$ cat config.mk
export PLATFORM = sky130hd
export DESIGN_NAME = isc_stretch_ctrl
export DESIGN_NICKNAME = d
export VERILOG_FILES = /design/src/rtl/isc_pkg.sv /design/src/rtl/isc_line_sample.sv /design/src/rtl/isc_stretch_ctrl.sv
export SDC_FILE = /design/constraint.sdc
export NUM_CORES = 1
export LEC_CHECK = 0
export ABC_AREA = 1
export BUFFER_PORTS_ARGS = -buffer_cell sky130_fd_sc_hd__clkbuf_2
export CAP_MARGIN = 20
export CORE_ASPECT_RATIO = 1.1
export CORE_MARGIN = 2
export CORE_UTILIZATION = 44
export CTS_CLUSTER_SIZE = 30
export DETAILED_ROUTE_END_ITERATION = 7
export GPL_ROUTABILITY_DRIVEN = 1
export PLACE_DENSITY = 0.75
export SYNTH_ARGS = -nofsm -noshare
export SYNTH_HDL_FRONTEND = slang
export SYNTH_HIERARCHICAL = 1
export SYNTH_SLANG_ARGS = --single-unit
$ cat constraint.sdc
create_clock -name clk -period 1.7 [get_ports clk]
set_clock_uncertainty 0.05 [all_clocks]
set_input_delay 0 -clock clk [delete_from_list [all_inputs] [get_ports clk]]
set_output_delay 0 -clock clk [all_outputs]
set_load 0.005 [all_outputs]
$ cat src/rtl/isc_pkg.sv
// constants, register map and field layout of the slave clock-stretch block
// assumes a single 40 MHz clock and a byte-wide register port
//
// How it works
// (RULE1) with release bit clear, pull SCL low once it is seen low, then keep it
// (RULE2) never start a stretch during a high phase; wait for the master's low
// (RULE3) hold SCL low until release bit is set and others let go
// (RULE4) let go only while the bus is low, so high time is never cut
// (RULE5) mode 1001 redirects slave address location to the address mask
// (RULE6) software must set SCL and SDA pin directions once the port is on
// (RULE7) hardware clears the release bit, stretching until software sets it again
// (RULE8) interrupt flag is set on the ninth falling clock edge of each byte
// (RULE9) port disabled: both lines released, no bus activity
package isc_pkg;

    // ****************************************
    // register indices on the port
    // ****************************************
    localparam logic [3:0] ISC_ADDR_CTRL = 4'h0;
    localparam logic [3:0] ISC_ADDR_STAT = 4'h1;
    localparam logic [3:0] ISC_ADDR_SADR = 4'h2;
    localparam logic [3:0] ISC_ADDR_IRQS = 4'h3;
    localparam logic [3:0] ISC_ADDR_IRQM = 4'h4;

    // ****************************************
    // port_control fields
    // ****************************************
    localparam int ISC_CTRL_WRITE_COLLISION = 7;
    localparam int ISC_CTRL_ROVF = 6;
    localparam int ISC_CTRL_EN = 5;
    localparam int ISC_CTRL_REL = 4;
    localparam int ISC_CTRL_MODE_HI = 3;

    // port_mode_select codes
    localparam logic [3:0] ISC_MODE_MASK = 4'h9;
    localparam logic [3:0] ISC_MODE_S7 = 4'h6;
    localparam logic [3:0] ISC_MODE_S10 = 4'h7;
    localparam logic [3:0] ISC_MODE_S7I = 4'he;
    localparam logic [3:0] ISC_MODE_S10I = 4'hf;

    // ****************************************
    // port_status fields
    // ****************************************
    localparam int ISC_STAT_SMP = 7;
    localparam int ISC_STAT_CKE = 6;
    localparam int ISC_STAT_STOP = 4;
    localparam int ISC_STAT_START = 3;

    // interrupt status and mask bits
    localparam int ISC_IRQ_BYTE = 0;
    localparam int ISC_IRQ_START = 1;
    localparam int ISC_IRQ_STOP = 2;

    // ****************************************
    // reset values and counts
    // ****************************************
    localparam logic [7:0] ISC_CTRL_RST = 8'h00;
    localparam logic [7:0] ISC_STAT_RST = 8'h00;
    localparam logic [7:0] ISC_SADR_RST = 8'h00;
    localparam logic [7:0] ISC_MASK_RST = 8'hff;
    localparam logic [7:0] ISC_ZERO8 = 8'h00;
    localparam logic [2:0] ISC_IRQ_RST = 3'h0;
    localparam logic [3:0] ISC_CLK_PER_BYTE = 4'h9;
    localparam logic [3:0] ISC_CNT_ONE = 4'h1;
    localparam logic [3:0] ISC_CNT_ZERO = 4'h0;

    typedef enum logic [1:0] {
        ISC_FREE = 2'b01,
        ISC_HOLD = 2'b10
    } isc_scl_e;

endpackage : isc_pkg

$ cat src/rtl/isc_line_sample.sv
// samples one bus line and reports its level and edges
// assumes the line is already synchronous to clk
`timescale 1ns/10ps
`default_nettype none
module isc_line_sample
    import isc_pkg::*;
(
    input wire logic clk,
    input wire logic reset_n,
    input wire logic ce,
    input wire logic line,
    output logic level,
    output logic rise,
    output logic fall
);

    logic level_r;
    logic prev_r;
    logic level_nxt;
    logic prev_nxt;

    always_comb
    begin
        level_nxt = line;
        prev_nxt = level_r;
    end

    always_ff @(posedge clk or negedge reset_n)
    begin
        if (!reset_n)
        begin
            level_r <= 1'b1;
            prev_r <= 1'b1;
        end
        else if (ce)
        begin
            level_r <= level_nxt;
            prev_r <= prev_nxt;
        end
    end

    assign level = level_r;
    assign rise = level_r & ~prev_r;
    assign fall = ~level_r & prev_r;

endmodule : isc_line_sample
`default_nettype wire

$ cat src/rtl/isc_stretch_ctrl.sv
// control, status and clock-stretch logic of the slave serial port
// assumes synchronous SCL/SDA inputs and an external wired-AND bus
`timescale 1ns/10ps
`default_nettype none
module isc_stretch_ctrl
    import isc_pkg::*;
(
    input wire logic clk,
    input wire logic reset_n,
    input wire logic ce,
    input wire logic [3:0] addr,
    input wire logic [7:0] wdata,
    input wire logic wr,
    input wire logic rd,
    output logic [7:0] rdata,
    output logic irq,
    input wire logic scl_in,
    output logic scl_out,
    output logic scl_oe,
    input wire logic sda_in,
    output logic sda_out,
    output logic sda_oe
);

    // ****************************************
    // line sampling
    // ****************************************
    logic scl_s, scl_fall, sda_rise, sda_fall;

    isc_line_sample u_scl (
        .clk(clk),
        .reset_n(reset_n),
        .ce(ce),
        .line(scl_in),
        .level(scl_s),
        .rise(),
        .fall(scl_fall)
    );

    isc_line_sample u_sda (
        .clk(clk),
        .reset_n(reset_n),
        .ce(ce),
        .line(sda_in),
        .level(),
        .rise(sda_rise),
        .fall(sda_fall)
    );

    // ****************************************
    // state
    // ****************************************
    logic [7:0] ctrl_r, ctrl_nxt, stat_r, stat_nxt;
    logic [7:0] sadr_r, sadr_nxt, mask_r, mask_nxt;
    logic [2:0] irqs_r, irqs_nxt, irqm_r, irqm_nxt;
    logic [3:0] cnt_r, cnt_nxt;
    logic [7:0] rdata_r, rdata_nxt;
    logic irq_r, irq_nxt;
    isc_scl_e scl_st_r, scl_st_nxt;
    logic oe_r, oe_nxt;

    logic en, rel, mask_sel, start_evt, stop_evt, byte_evt, slave_mode;
    logic [2:0] evts;

    always_comb
    begin
        en = ctrl_r[ISC_CTRL_EN];
        rel = ctrl_r[ISC_CTRL_REL];
        mask_sel = ctrl_r[ISC_CTRL_MODE_HI -: 4] == ISC_MODE_MASK; // RULE5
        slave_mode = ctrl_r[ISC_CTRL_MODE_HI -: 4] inside
            {ISC_MODE_S7, ISC_MODE_S10, ISC_MODE_S7I, ISC_MODE_S10I};
        start_evt = en && sda_fall && scl_s;
        stop_evt = en && sda_rise && scl_s;
        byte_evt = en && scl_fall && cnt_r == ISC_CLK_PER_BYTE;
        evts = {stop_evt, start_evt, byte_evt};
    end

    // ****************************************
    // bit counter and registers
    // ****************************************
    always_comb
    begin
        cnt_nxt = cnt_r;
        if (!en || start_evt || stop_evt)
            cnt_nxt = ISC_CNT_ZERO;
        else if (byte_evt)
            cnt_nxt = ISC_CNT_ONE;
        else if (scl_fall)
            cnt_nxt = 4'(cnt_r + ISC_CNT_ONE);

        ctrl_nxt = ctrl_r;
        stat_nxt = stat_r;
        sadr_nxt = sadr_r;
        mask_nxt = mask_r;
        irqm_nxt = irqm_r;
        if (wr)
        begin
            unique case (addr)
                ISC_ADDR_CTRL: ctrl_nxt = wdata;
                ISC_ADDR_STAT:
                begin
                    stat_nxt[ISC_STAT_SMP] = wdata[ISC_STAT_SMP];
                    stat_nxt[ISC_STAT_CKE] = wdata[ISC_STAT_CKE];
                end
                ISC_ADDR_SADR:
                begin
                    if (mask_sel)
                        mask_nxt = wdata; // RULE5
                    else
                        sadr_nxt = wdata;
                end
                ISC_ADDR_IRQM: irqm_nxt = wdata[2:0];
                default: ;
            endcase
        end
        // hardware clear of the release bit wins over a software set
        if (byte_evt && slave_mode)
            ctrl_nxt[ISC_CTRL_REL] = 1'b0; // RULE7
        if (!en)
        begin
            stat_nxt[ISC_STAT_START] = 1'b0;
            stat_nxt[ISC_STAT_STOP] = 1'b0;
        end
        else if (start_evt)
        begin
            stat_nxt[ISC_STAT_START] = 1'b1;
            stat_nxt[ISC_STAT_STOP] = 1'b0;
        end
        else if (stop_evt)
        begin
            stat_nxt[ISC_STAT_START] = 1'b0;
            stat_nxt[ISC_STAT_STOP] = 1'b1;
        end

        // write-one-to-clear, a new event wins
        irqs_nxt = irqs_r;
        if (wr && addr == ISC_ADDR_IRQS)
            irqs_nxt = irqs_r & ~wdata[2:0];
        irqs_nxt = irqs_nxt | evts; // RULE8
        irq_nxt = |(irqs_nxt & irqm_nxt);

        rdata_nxt = ISC_ZERO8;
        if (rd)
        begin
            unique case (addr)
                ISC_ADDR_CTRL: rdata_nxt = ctrl_r;
                ISC_ADDR_STAT: rdata_nxt = stat_r;
                ISC_ADDR_SADR: rdata_nxt = mask_sel ? mask_r : sadr_r; // RULE5
                ISC_ADDR_IRQS: rdata_nxt = {5'h00, irqs_r};
                ISC_ADDR_IRQM: rdata_nxt = {5'h00, irqm_r};
                default: rdata_nxt = ISC_ZERO8;
            endcase
        end
    end

    // ****************************************
    // clock stretch
    // ****************************************
    always_comb
    begin
        scl_st_nxt = scl_st_r;
        unique case (scl_st_r)
            ISC_FREE:
                if (en && !rel && !scl_s)
                    scl_st_nxt = ISC_HOLD; // RULE1 RULE2
            ISC_HOLD:
                if (!en || rel)
                    scl_st_nxt = ISC_FREE; // RULE3 RULE4 RULE9
            default: scl_st_nxt = ISC_FREE;
        endcase
        oe_nxt = scl_st_nxt == ISC_HOLD;
    end

    always_ff @(posedge clk or negedge reset_n)
    begin
        if (!reset_n)
        begin
            ctrl_r <= ISC_CTRL_RST;
            stat_r <= ISC_STAT_RST;
            sadr_r <= ISC_SADR_RST;
            mask_r <= ISC_MASK_RST;
            irqs_r <= ISC_IRQ_RST;
            irqm_r <= ISC_IRQ_RST;
            cnt_r <= ISC_CNT_ZERO;
            rdata_r <= ISC_ZERO8;
            irq_r <= 1'b0;
            scl_st_r <= ISC_FREE;
            oe_r <= 1'b0;
        end
        else if (ce)
        begin
            ctrl_r <= ctrl_nxt;
            stat_r <= stat_nxt;
            sadr_r <= sadr_nxt;
            mask_r <= mask_nxt;
            irqs_r <= irqs_nxt;
            irqm_r <= irqm_nxt;
            cnt_r <= cnt_nxt;
            rdata_r <= rdata_nxt;
            irq_r <= irq_nxt;
            scl_st_r <= scl_st_nxt;
            oe_r <= oe_nxt;
        end
    end

    // the port only ever pulls low; SDA is left to the byte logic outside
    assign rdata = rdata_r;
    assign irq = irq_r;
    assign scl_oe = oe_r;
    assign scl_out = 1'b0;
    assign sda_out = 1'b0;
    assign sda_oe = 1'b0; // RULE9
endmodule : isc_stretch_ctrl
`default_nettype wire

==> impl_results.html, run 1 <==
<table>
<tr><th>Metric</th><th>Value</th></tr>
<tr><th colspan="2">Power</th></tr>
<tr><td>PwrDens</td><td>between 800 and 900 mW/mm²</td></tr>
<tr><td>Leakage power of the design</td><td>roughly 0.0016 µW</td></tr>
<tr><td>Worst-case vdd ir drop</td><td>~350 µV</td></tr>
<tr><th colspan="2">Cells and area</th></tr>
<tr><td># nets final</td><td>between 400 and 500</td></tr>
<tr><td>Filler Cells Inserted</td><td>slightly below 600</td></tr>
<tr><td>Finished Cell Area</td><td>0.00327 mm²</td></tr>
<tr><td>Count of inserted antenna diode cells</td><td>0</td></tr>
<tr><td>Fraction of layout cells with a size suffix above 1</td><td>0.218</td></tr>
<tr><td>Area growth from synthesis to final layout</td><td>17.5%</td></tr>
<tr><th colspan="2">Timing</th></tr>
<tr><td>Maximum clock frequency</td><td>~650 MHz</td></tr>
<tr><td>Total negative setup slack</td><td>0 ps</td></tr>
<tr><td>Total count of max-transition violations in the final report</td><td>0</td></tr>
<tr><td>Min cycle time layout</td><td>approximately 1500 ps</td></tr>
<tr><td>Final count of negative-setup-slack endpoints</td><td>0</td></tr>
<tr><td>Hold violation count in the final report</td><td>0</td></tr>
<tr><td>Period utilization</td><td>0.910</td></tr>
<tr><th colspan="2">Routing</th></tr>
<tr><td>DRC violations left</td><td>0</td></tr>
<tr><td>Total iterations of the first detailed-routing run</td><td>4</td></tr>
<tr><td>WL final</td><td>5970 µm</td></tr>
<tr><td>Routed wire per std cell</td><td>12.7 µm</td></tr>
<tr><td>Number of DRC markers after the initial detailed-route iteration</td><td>between 100 and 150</td></tr>
<tr><td>Remaining antenna violation count after routing</td><td>0</td></tr>
<tr><td>Vias after detailed routing</td><td>about 2300</td></tr>
<tr><td>Routed vias/inst</td><td>approximately 5</td></tr>
<tr><th colspan="2">Die</th></tr>
<tr><td>Floorplan die width</td><td>79.9 µm</td></tr>
<tr><td>Initial core utilization</td><td>0.452</td></tr>
<tr><td>I/O Pins</td><td>32</td></tr>
<tr><td>Placeable core area</td><td>0.00616 mm²</td></tr>
<tr><td>Core Rows</td><td>30</td></tr>
<tr><td>Area of the die</td><td>roughly 0.0070 mm²</td></tr>
<tr><td>Die height</td><td>approximately 90 µm</td></tr>
<tr><th colspan="2">Setup path</th></tr>
<tr><td>Startpoint of the worst-slack reg-to-reg timing path</td><td>u_scl/prev_r</td></tr>
<tr><td>Critical Path AT</td><td>1710 ps</td></tr>
<tr><td>Worst reg2reg endpoint</td><td>ctrl_r[4]</td></tr>
<tr><td>Internal reg-to-reg setup slack</td><td>150 ps</td></tr>
<tr><td>Worst Reg2Reg Path Length in Cells</td><td>9</td></tr>
<tr><td>Element type at the critical path start</td><td>register</td></tr>
<tr><td>Critical Path End Type</td><td>register</td></tr>
<tr><td>Start-to-end type of the worst setup path</td><td>reg -&gt; reg</td></tr>
<tr><td>Crit Path Max Fanout</td><td>4</td></tr>
<tr><td>CP Data Required Time</td><td>1860 ps</td></tr>
<tr><td>Capturing element of the worst setup path</td><td>ctrl_r[4]</td></tr>
<tr><td>Critical path launch point</td><td>u_scl/prev_r</td></tr>
<tr><th colspan="2">Placed design</th></tr>
<tr><td>Placer Congestion</td><td>0.823</td></tr>
<tr><td>Number of I/O port buffers</td><td>28</td></tr>
<tr><td>Total half-perimeter wirelength after legalization and detailed placement</td><td>about 4300 µm</td></tr>
<tr><td>Post-Place Cell Area</td><td>~0.0030 mm²</td></tr>
<tr><th colspan="2">Clock network</th></tr>
<tr><td>H-tree depth</td><td>2</td></tr>
<tr><td>Clock latency reported for the late side of the worst-skew pair</td><td>about 310 ps</td></tr>
<tr><td>Buffer type at the clock tree root</td><td>sky130_fd_sc_hd__clkbuf_8</td></tr>
<tr><td>Number of buffers between clock root and the deepest sink</td><td>2</td></tr>
<tr><td>CTS tree</td><td>done</td></tr>
<tr><td>Clock Pin Slew Worst Setup and Hold Paths</td><td>about 100 ps</td></tr>
<tr><td>Clock Sink Count</td><td>54</td></tr>
<tr><td>Total CTS buffers</td><td>5</td></tr>
<tr><th colspan="2">GRT</th></tr>
<tr><td>GRT overflow</td><td>0</td></tr>
<tr><td>First-pass GRT wire length</td><td>around 10000 µm</td></tr>
<tr><td>Pin count of the biggest net entering global routing</td><td>37</td></tr>
<tr><td>Number of global-route vias before repair</td><td>~2200</td></tr>
<tr><td>Initial antenna violation count</td><td>0</td></tr>
<tr><td>Global-route usage over all layers</td><td>0.182</td></tr>
<tr><th colspan="2">Yosys</th></tr>
<tr><td>Synth Cell Area</td><td>between 0.002 and 0.003 mm²</td></tr>
<tr><td>Cell count after synthesis</td><td>between 300 and 400</td></tr>
<tr><td>Avg Inst Size Synth</td><td>about 8.2 µm²</td></tr>
<tr><td>Count of warnings emitted by yosys</td><td>6</td></tr>
<tr><th colspan="2">Status</th></tr>
<tr><td>Outcome</td><td>completed</td></tr>
<tr><th colspan="2">Flow run</th></tr>
<tr><td>Maximum capacitance violations</td><td>0</td></tr>
<tr><th colspan="2">Min path</th></tr>
<tr><td>Hold crit path type</td><td>in -&gt; async</td></tr>
</table>
-- critical path, stage by stage, from the launching register on --
cell and delay [ps]:
sky130_fd_sc_hd__dfstp_2 550, sky130_fd_sc_hd__inv_1 50, sky130_fd_sc_hd__nor2_2 140, sky130_fd_sc_hd__nand2_1 70, sky130_fd_sc_hd__nor2_1 90, sky130_fd_sc_hd__nand2_1 100
sky130_fd_sc_hd__inv_2 90, sky130_fd_sc_hd__nand3_1 100, sky130_fd_sc_hd__o211ai_2 140, sky130_fd_sc_hd__nand2_1 60
-- layout make-up --
type	count	area (µm²)	area share
clock buffer	5	68.8	0.0210
clock inverter	3	21.3	0.00650
inverter	35	131	0.0401
multi-input combinational	244	1240	0.378
sequential	54	1370	0.418
tap	80	100	0.0306
timing repair buffer	49	348	0.106
-- timing repair --
action,CTS,global route
resized for setup,0,6
setup endpoints to repair,0,5
hold buffers,15,0
setup buffers,0,1
endpoints found under the hold margin,64,0
-- how the worst min path moves through the flow --
stage                     startpoint       end  slack, ps  cells past startpoint
after floorplan              reset_n  cnt_r[0]       -350                      0
after detailed placement     reset_n  rdata[6]        -60                      1
final                        reset_n  rdata[1]        120                      2
after global placement       reset_n  rdata[6]        -60                      1
after CTS                    addr[0]  rdata[0]        130                      6
after global routing         addr[0]  rdata[0]        170                      6
-- report_power, final --
group	switching [µW]	internal, µW	leakage (µW)	total, µW
logic	301	212	0.000918	513
clock network	440	290	0.0000441	731
registers	119	1450	0.000675	1570
total	861	1950	0.00164	2810
-- registers in the layout, summed over array words and instances, names as in the netlist, 2 cells and up --
name and cells:
rdata 8, sadr_r 8, mask_r 8, stat_r 4, irqs_r 3, irqm_r 3
cnt_r 4, scl_st_r 2, ctrl_r 8
-- metrics by stage --
stage | hold slack [ps] | util | std cells | total power [µW] | setup slack, ps
2_1_floorplan | -346 | - | 343 | 1900 | 266
3_3_place_gp | -57.2 | 0.489 | 446 | 2040 | 198
3_5_place_dp | -62.7 | 0.489 | 446 | 2070 | 110
4_1_cts | 130 | 0.528 | 469 | 2810 | 107
5_1_grt | 173 | 0.532 | 470 | 2970 | -5.45
6_report | 121 | 0.532 | 470 | 2810 | 153
-- metal layers --
metal / vias up / routed length, µm / track usage
met5: - / 0 / 0
met4: 0 / 107 / 0.0586
met2: 46 / 2940 / 0.311
met1: 1075 / 2700 / 0.242
met3: 9 / 218 / 0.0218
li1: 1188 / - / -
-- cells in the final DEF (no fill, tap or decap), types with 2 or more instances in the layout --
cell and count:
sky130_fd_sc_hd__a21oi_2 2, sky130_fd_sc_hd__o21ai_1 15, sky130_fd_sc_hd__nand2_2 2, sky130_fd_sc_hd__dfrtp_1 41, sky130_fd_sc_hd__nor2_1 10, sky130_fd_sc_hd__nand3_1 24, sky130_fd_sc_hd__nor2_4 3, sky130_fd_sc_hd__xor2_1 2
sky130_fd_sc_hd__buf_4 5, sky130_fd_sc_hd__a21oi_1 2, sky130_fd_sc_hd__nor2_2 2, sky130_fd_sc_hd__nand2_4 2, sky130_fd_sc_hd__dfstp_2 13, sky130_fd_sc_hd__clkbuf_2 28, sky130_fd_sc_hd__dlygate4sd3_1 15, sky130_fd_sc_hd__ha_1 4
sky130_fd_sc_hd__clkbuf_8 5, sky130_fd_sc_hd__o21a_1 2, sky130_fd_sc_hd__inv_2 3, sky130_fd_sc_hd__o21ai_2 8, sky130_fd_sc_hd__nand3_2 2, sky130_fd_sc_hd__inv_1 32, sky130_fd_sc_hd__nand2_1 126, sky130_fd_sc_hd__conb_1 3
sky130_fd_sc_hd__o21ai_0 16, sky130_fd_sc_hd__nand4_1 10
Power figures use the tool's default switching activity.
==> run 2, diff against run 1 <==
--- a/config.mk
+++ b/config.mk
@@ -8,13 +8,14 @@
 export ABC_AREA = 1
 export BUFFER_PORTS_ARGS = -buffer_cell sky130_fd_sc_hd__clkbuf_2
 export CAP_MARGIN = 20
+export CELL_PAD_IN_SITES_DETAIL_PLACEMENT = 0
+export CELL_PAD_IN_SITES_GLOBAL_PLACEMENT = 1
 export CORE_ASPECT_RATIO = 1.1
 export CORE_MARGIN = 2
-export CORE_UTILIZATION = 44
+export CORE_UTILIZATION = 43
 export CTS_CLUSTER_SIZE = 30
 export DETAILED_ROUTE_END_ITERATION = 7
-export GPL_ROUTABILITY_DRIVEN = 1
-export PLACE_DENSITY = 0.75
+export PLACE_DENSITY = 0.91
 export SYNTH_ARGS = -nofsm -noshare
 export SYNTH_HDL_FRONTEND = slang
 export SYNTH_HIERARCHICAL = 1
==> run 2 against run 1 <==
Compared with the run above:
- hold slack worse by 58 ps
- global-route usage about the same
- fmax down 3.2%
- clock-buffer cell count unchanged
- critical path type unchanged
- largest cell class unchanged
- largest power group unchanged
==> impl_results.html, run 2 (synthesis gave the netlist of run 1 again) <==
<table>
<tr><th>Metric</th><th>Value</th></tr>
<tr><th colspan="2">GRT</th></tr>
<tr><td>Initial antenna violation count</td><td>0</td></tr>
<tr><td>Pin count of the biggest net entering global routing</td><td>55</td></tr>
<tr><td>First-pass GRT wire length</td><td>about 10000 µm</td></tr>
<tr><td>Number of global-route vias before repair</td><td>~2200</td></tr>
<tr><td>Global-route usage over all layers</td><td>0.182</td></tr>
<tr><td>GRT overflow</td><td>0</td></tr>
<tr><th colspan="2">Routing</th></tr>
<tr><td>Remaining antenna violation count after routing</td><td>0</td></tr>
<tr><td>Number of DRC markers after the initial detailed-route iteration</td><td>153</td></tr>
<tr><td>WL final</td><td>roughly 6000 µm</td></tr>
<tr><td>DRC violations left</td><td>0</td></tr>
<tr><td>Total iterations of the first detailed-routing run</td><td>4</td></tr>
<tr><td>Vias after detailed routing</td><td>around 2300</td></tr>
<tr><td>Routed wire per std cell</td><td>12.8 µm</td></tr>
<tr><td>Routed vias/inst</td><td>4.92</td></tr>
<tr><th colspan="2">Die</th></tr>
<tr><td>Core Rows</td><td>30</td></tr>
<tr><td>Floorplan die width</td><td>around 81 µm</td></tr>
<tr><td>Initial core utilization</td><td>0.447</td></tr>
<tr><td>Area of the die</td><td>between 0.007 and 0.008 mm²</td></tr>
<tr><td>Placeable core area</td><td>~0.0062 mm²</td></tr>
<tr><td>I/O Pins</td><td>32</td></tr>
<tr><td>Die height</td><td>between 80 and 90 µm</td></tr>
<tr><th colspan="2">Timing</th></tr>
<tr><td>Worst hold slack across all endpoints</td><td>approximately 63 ps</td></tr>
<tr><td>Period utilization</td><td>0.940</td></tr>
<tr><td>Hold violation count in the final report</td><td>0</td></tr>
<tr><td>Min cycle time layout</td><td>roughly 1600 ps</td></tr>
<tr><td>Worst rel slew slack</td><td>0.554</td></tr>
<tr><td>Final count of negative-setup-slack endpoints</td><td>0</td></tr>
<tr><td>Total count of max-transition violations in the final report</td><td>0</td></tr>
<tr><td>Measured slew at the worst slew-check pin</td><td>between 600 and 700 ps</td></tr>
<tr><td>Maximum clock frequency</td><td>626 MHz</td></tr>
<tr><th colspan="2">Power</th></tr>
<tr><td>Worst-case vdd ir drop</td><td>about 350 µV</td></tr>
<tr><td>Clock group share of total power</td><td>0.261</td></tr>
<tr><td>Total design power</td><td>about 2800 µW</td></tr>
<tr><td>Part of the total power dissipated in combinational logic</td><td>0.178</td></tr>
<tr><td>Net Sw Power</td><td>849 µW</td></tr>
<tr><td>Leakage power of the design</td><td>between 0.0015 and 0.002 µW</td></tr>
<tr><td>Fraction of power spent switching nets</td><td>0.304</td></tr>
<tr><td>Internal power of the cells</td><td>just under 2000 µW</td></tr>
<tr><td>PwrDens</td><td>about 870 mW/mm²</td></tr>
<tr><td>Sequential Power Share</td><td>0.562</td></tr>
<tr><th colspan="2">Placed design</th></tr>
<tr><td>Number of I/O port buffers</td><td>28</td></tr>
<tr><td>Total half-perimeter wirelength after legalization and detailed placement</td><td>4360 µm</td></tr>
<tr><td>Placer Congestion</td><td>between 0.7 and 0.8</td></tr>
<tr><td>Placed instance count</td><td>between 400 and 500</td></tr>
<tr><th colspan="2">Cells and area</th></tr>
<tr><td>Fraction of layout cells with a size suffix above 1</td><td>0.214</td></tr>
<tr><td>Final cell count without fillers</td><td>468</td></tr>
<tr><td>Area growth from synthesis to final layout</td><td>15.9%</td></tr>
<tr><td>Most used cells in the layout excluding fill and tap cells</td><td>sky130_fd_sc_hd__nand2_1, sky130_fd_sc_hd__dfrtp_1, sky130_fd_sc_hd__inv_1</td></tr>
<tr><td>Total area of multi-input combinational cells</td><td>0.00122 mm²</td></tr>
<tr><td># nets final</td><td>410</td></tr>
<tr><td>Sequential cell area</td><td>0.00137 mm²</td></tr>
<tr><td>Leading cell type in the layout, fill and taps excluded</td><td>sky130_fd_sc_hd__nand2_1</td></tr>
<tr><td>Count of inserted antenna diode cells</td><td>0</td></tr>
<tr><td>Filler Cells Inserted</td><td>approximately 630</td></tr>
<tr><th colspan="2">Setup path</th></tr>
<tr><td>Critical Path End Type</td><td>register</td></tr>
<tr><td>Critical Path AT</td><td>1730 ps</td></tr>
<tr><td>Element type at the critical path start</td><td>register</td></tr>
<tr><td>CP Data Required Time</td><td>between 1500 and 2000 ps</td></tr>
<tr><td>Crit Path Max Fanout</td><td>5</td></tr>
<tr><td>Start-to-end type of the worst setup path</td><td>reg -&gt; reg</td></tr>
<tr><td>Worst Reg2Reg Path Length in Cells</td><td>7</td></tr>
<tr><th colspan="2">Min path</th></tr>
<tr><td>Worst hold stages</td><td>3</td></tr>
<tr><td>Hold crit path type</td><td>in -&gt; reg</td></tr>
<tr><th colspan="2">Clock network</th></tr>
<tr><td>Clock Sink Count</td><td>54</td></tr>
<tr><td>Clock Pin Slew Worst Setup and Hold Paths</td><td>approximately 100 ps</td></tr>
<tr><td>H-tree depth</td><td>2</td></tr>
<tr><td>Clock latency reported for the late side of the worst-skew pair</td><td>~300 ps</td></tr>
<tr><td>Total CTS buffers</td><td>5</td></tr>
<tr><td>CTS tree</td><td>done</td></tr>
<tr><td>Number of buffers between clock root and the deepest sink</td><td>2</td></tr>
<tr><td>Buffer type at the clock tree root</td><td>sky130_fd_sc_hd__clkbuf_8</td></tr>
<tr><th colspan="2">Status</th></tr>
<tr><td>Outcome</td><td>completed</td></tr>
<tr><th colspan="2">Flow run</th></tr>
<tr><td>Maximum capacitance violations</td><td>0</td></tr>
</table>
run 2: cell types whose count changed in the layout (fill, tap and decap cells not counted), sizes merged:
cell         before  now
buf               6    7
clkinv            2    0
clkinvlp          1    2
dlygate4sd3      15   12
inv              35   36
run 2: power groups by stage:
stage	registers [µW]	logic, µW	clock network (µW)
after floorplan	1550	346	0
after global placement	1590	460	0
after detailed placement	1590	474	0
after CTS	1570	497	767
after global routing	1590	573	807
final	1570	497	730
run 2: final cells by class:
| class | instances | share of cell area |
|---|---|---|
| sequential | 54 | 0.424 |
| multi-input combinational | 244 | 0.379 |
| timing repair buffer | 47 | 0.0969 |
| inverter | 35 | 0.0407 |
| tap | 80 | 0.0310 |
| clock buffer | 5 | 0.0213 |
| clock inverter | 3 | 0.00737 |
run 2: metal layers:
metal,part of all wire,routed length (µm),vias to the layer above,GRT usage
li1,-,-,1184,-
met1,0.46,2780,1068,0.246
met2,0.48,2910,46,0.300
met3,0.038,229,6,0.0255
met4,0.014,83,0,0.0693
met5,0,0,-,0
run 2: critical path, cell delays in order, from the launching register on:
cell                       delay [ps]
sky130_fd_sc_hd__dfstp_2          570
sky130_fd_sc_hd__nor2_1            60
sky130_fd_sc_hd__a21oi_1          160
sky130_fd_sc_hd__nand2_1          140
sky130_fd_sc_hd__o21ai_2          180
sky130_fd_sc_hd__inv_1            110
sky130_fd_sc_hd__o211ai_1          80
sky130_fd_sc_hd__o21ai_0          120
run 2: path summary, 6_finish.rpt:
path / start / to / slack, ps
worst max-delay path: u_sda/level / cnt_r[0] / 100
worst min-delay path: ce / irqm_r[1] / 60
worst max register to register: u_sda/level / cnt_r[0] / 100
worst min register to register: u_scl/prev_r / u_scl/prev_r / 430
max in group asynchronous: reset_n / sadr_r[6] / 860
min in group asynchronous: reset_n / scl_st_r[1] / 310
run 2: what timing repair did:
| action | 4_1_cts | 5_1_grt |
|---|---|---|
| buffers inserted | 0 | 1 |
| hold buffers | 12 | 0 |
| hold endpoints to repair | 74 | 0 |
| gates resized for setup | 0 | 2 |
| endpoints found under the setup margin | 0 | 3 |
run 2: through the flow:
step	area (µm²)	util	setup TNS (ps)	setup WS [ps]
3_5_place_dp	3000	0.482	0	117
3_3_place_gp	3000	0.482	0	187
4_1_cts	3220	0.516	0	92.3
5_1_grt	3230	0.518	-24.4	-24.4
2_1_floorplan	2790	-	0	266
6_report	3230	0.518	0	102
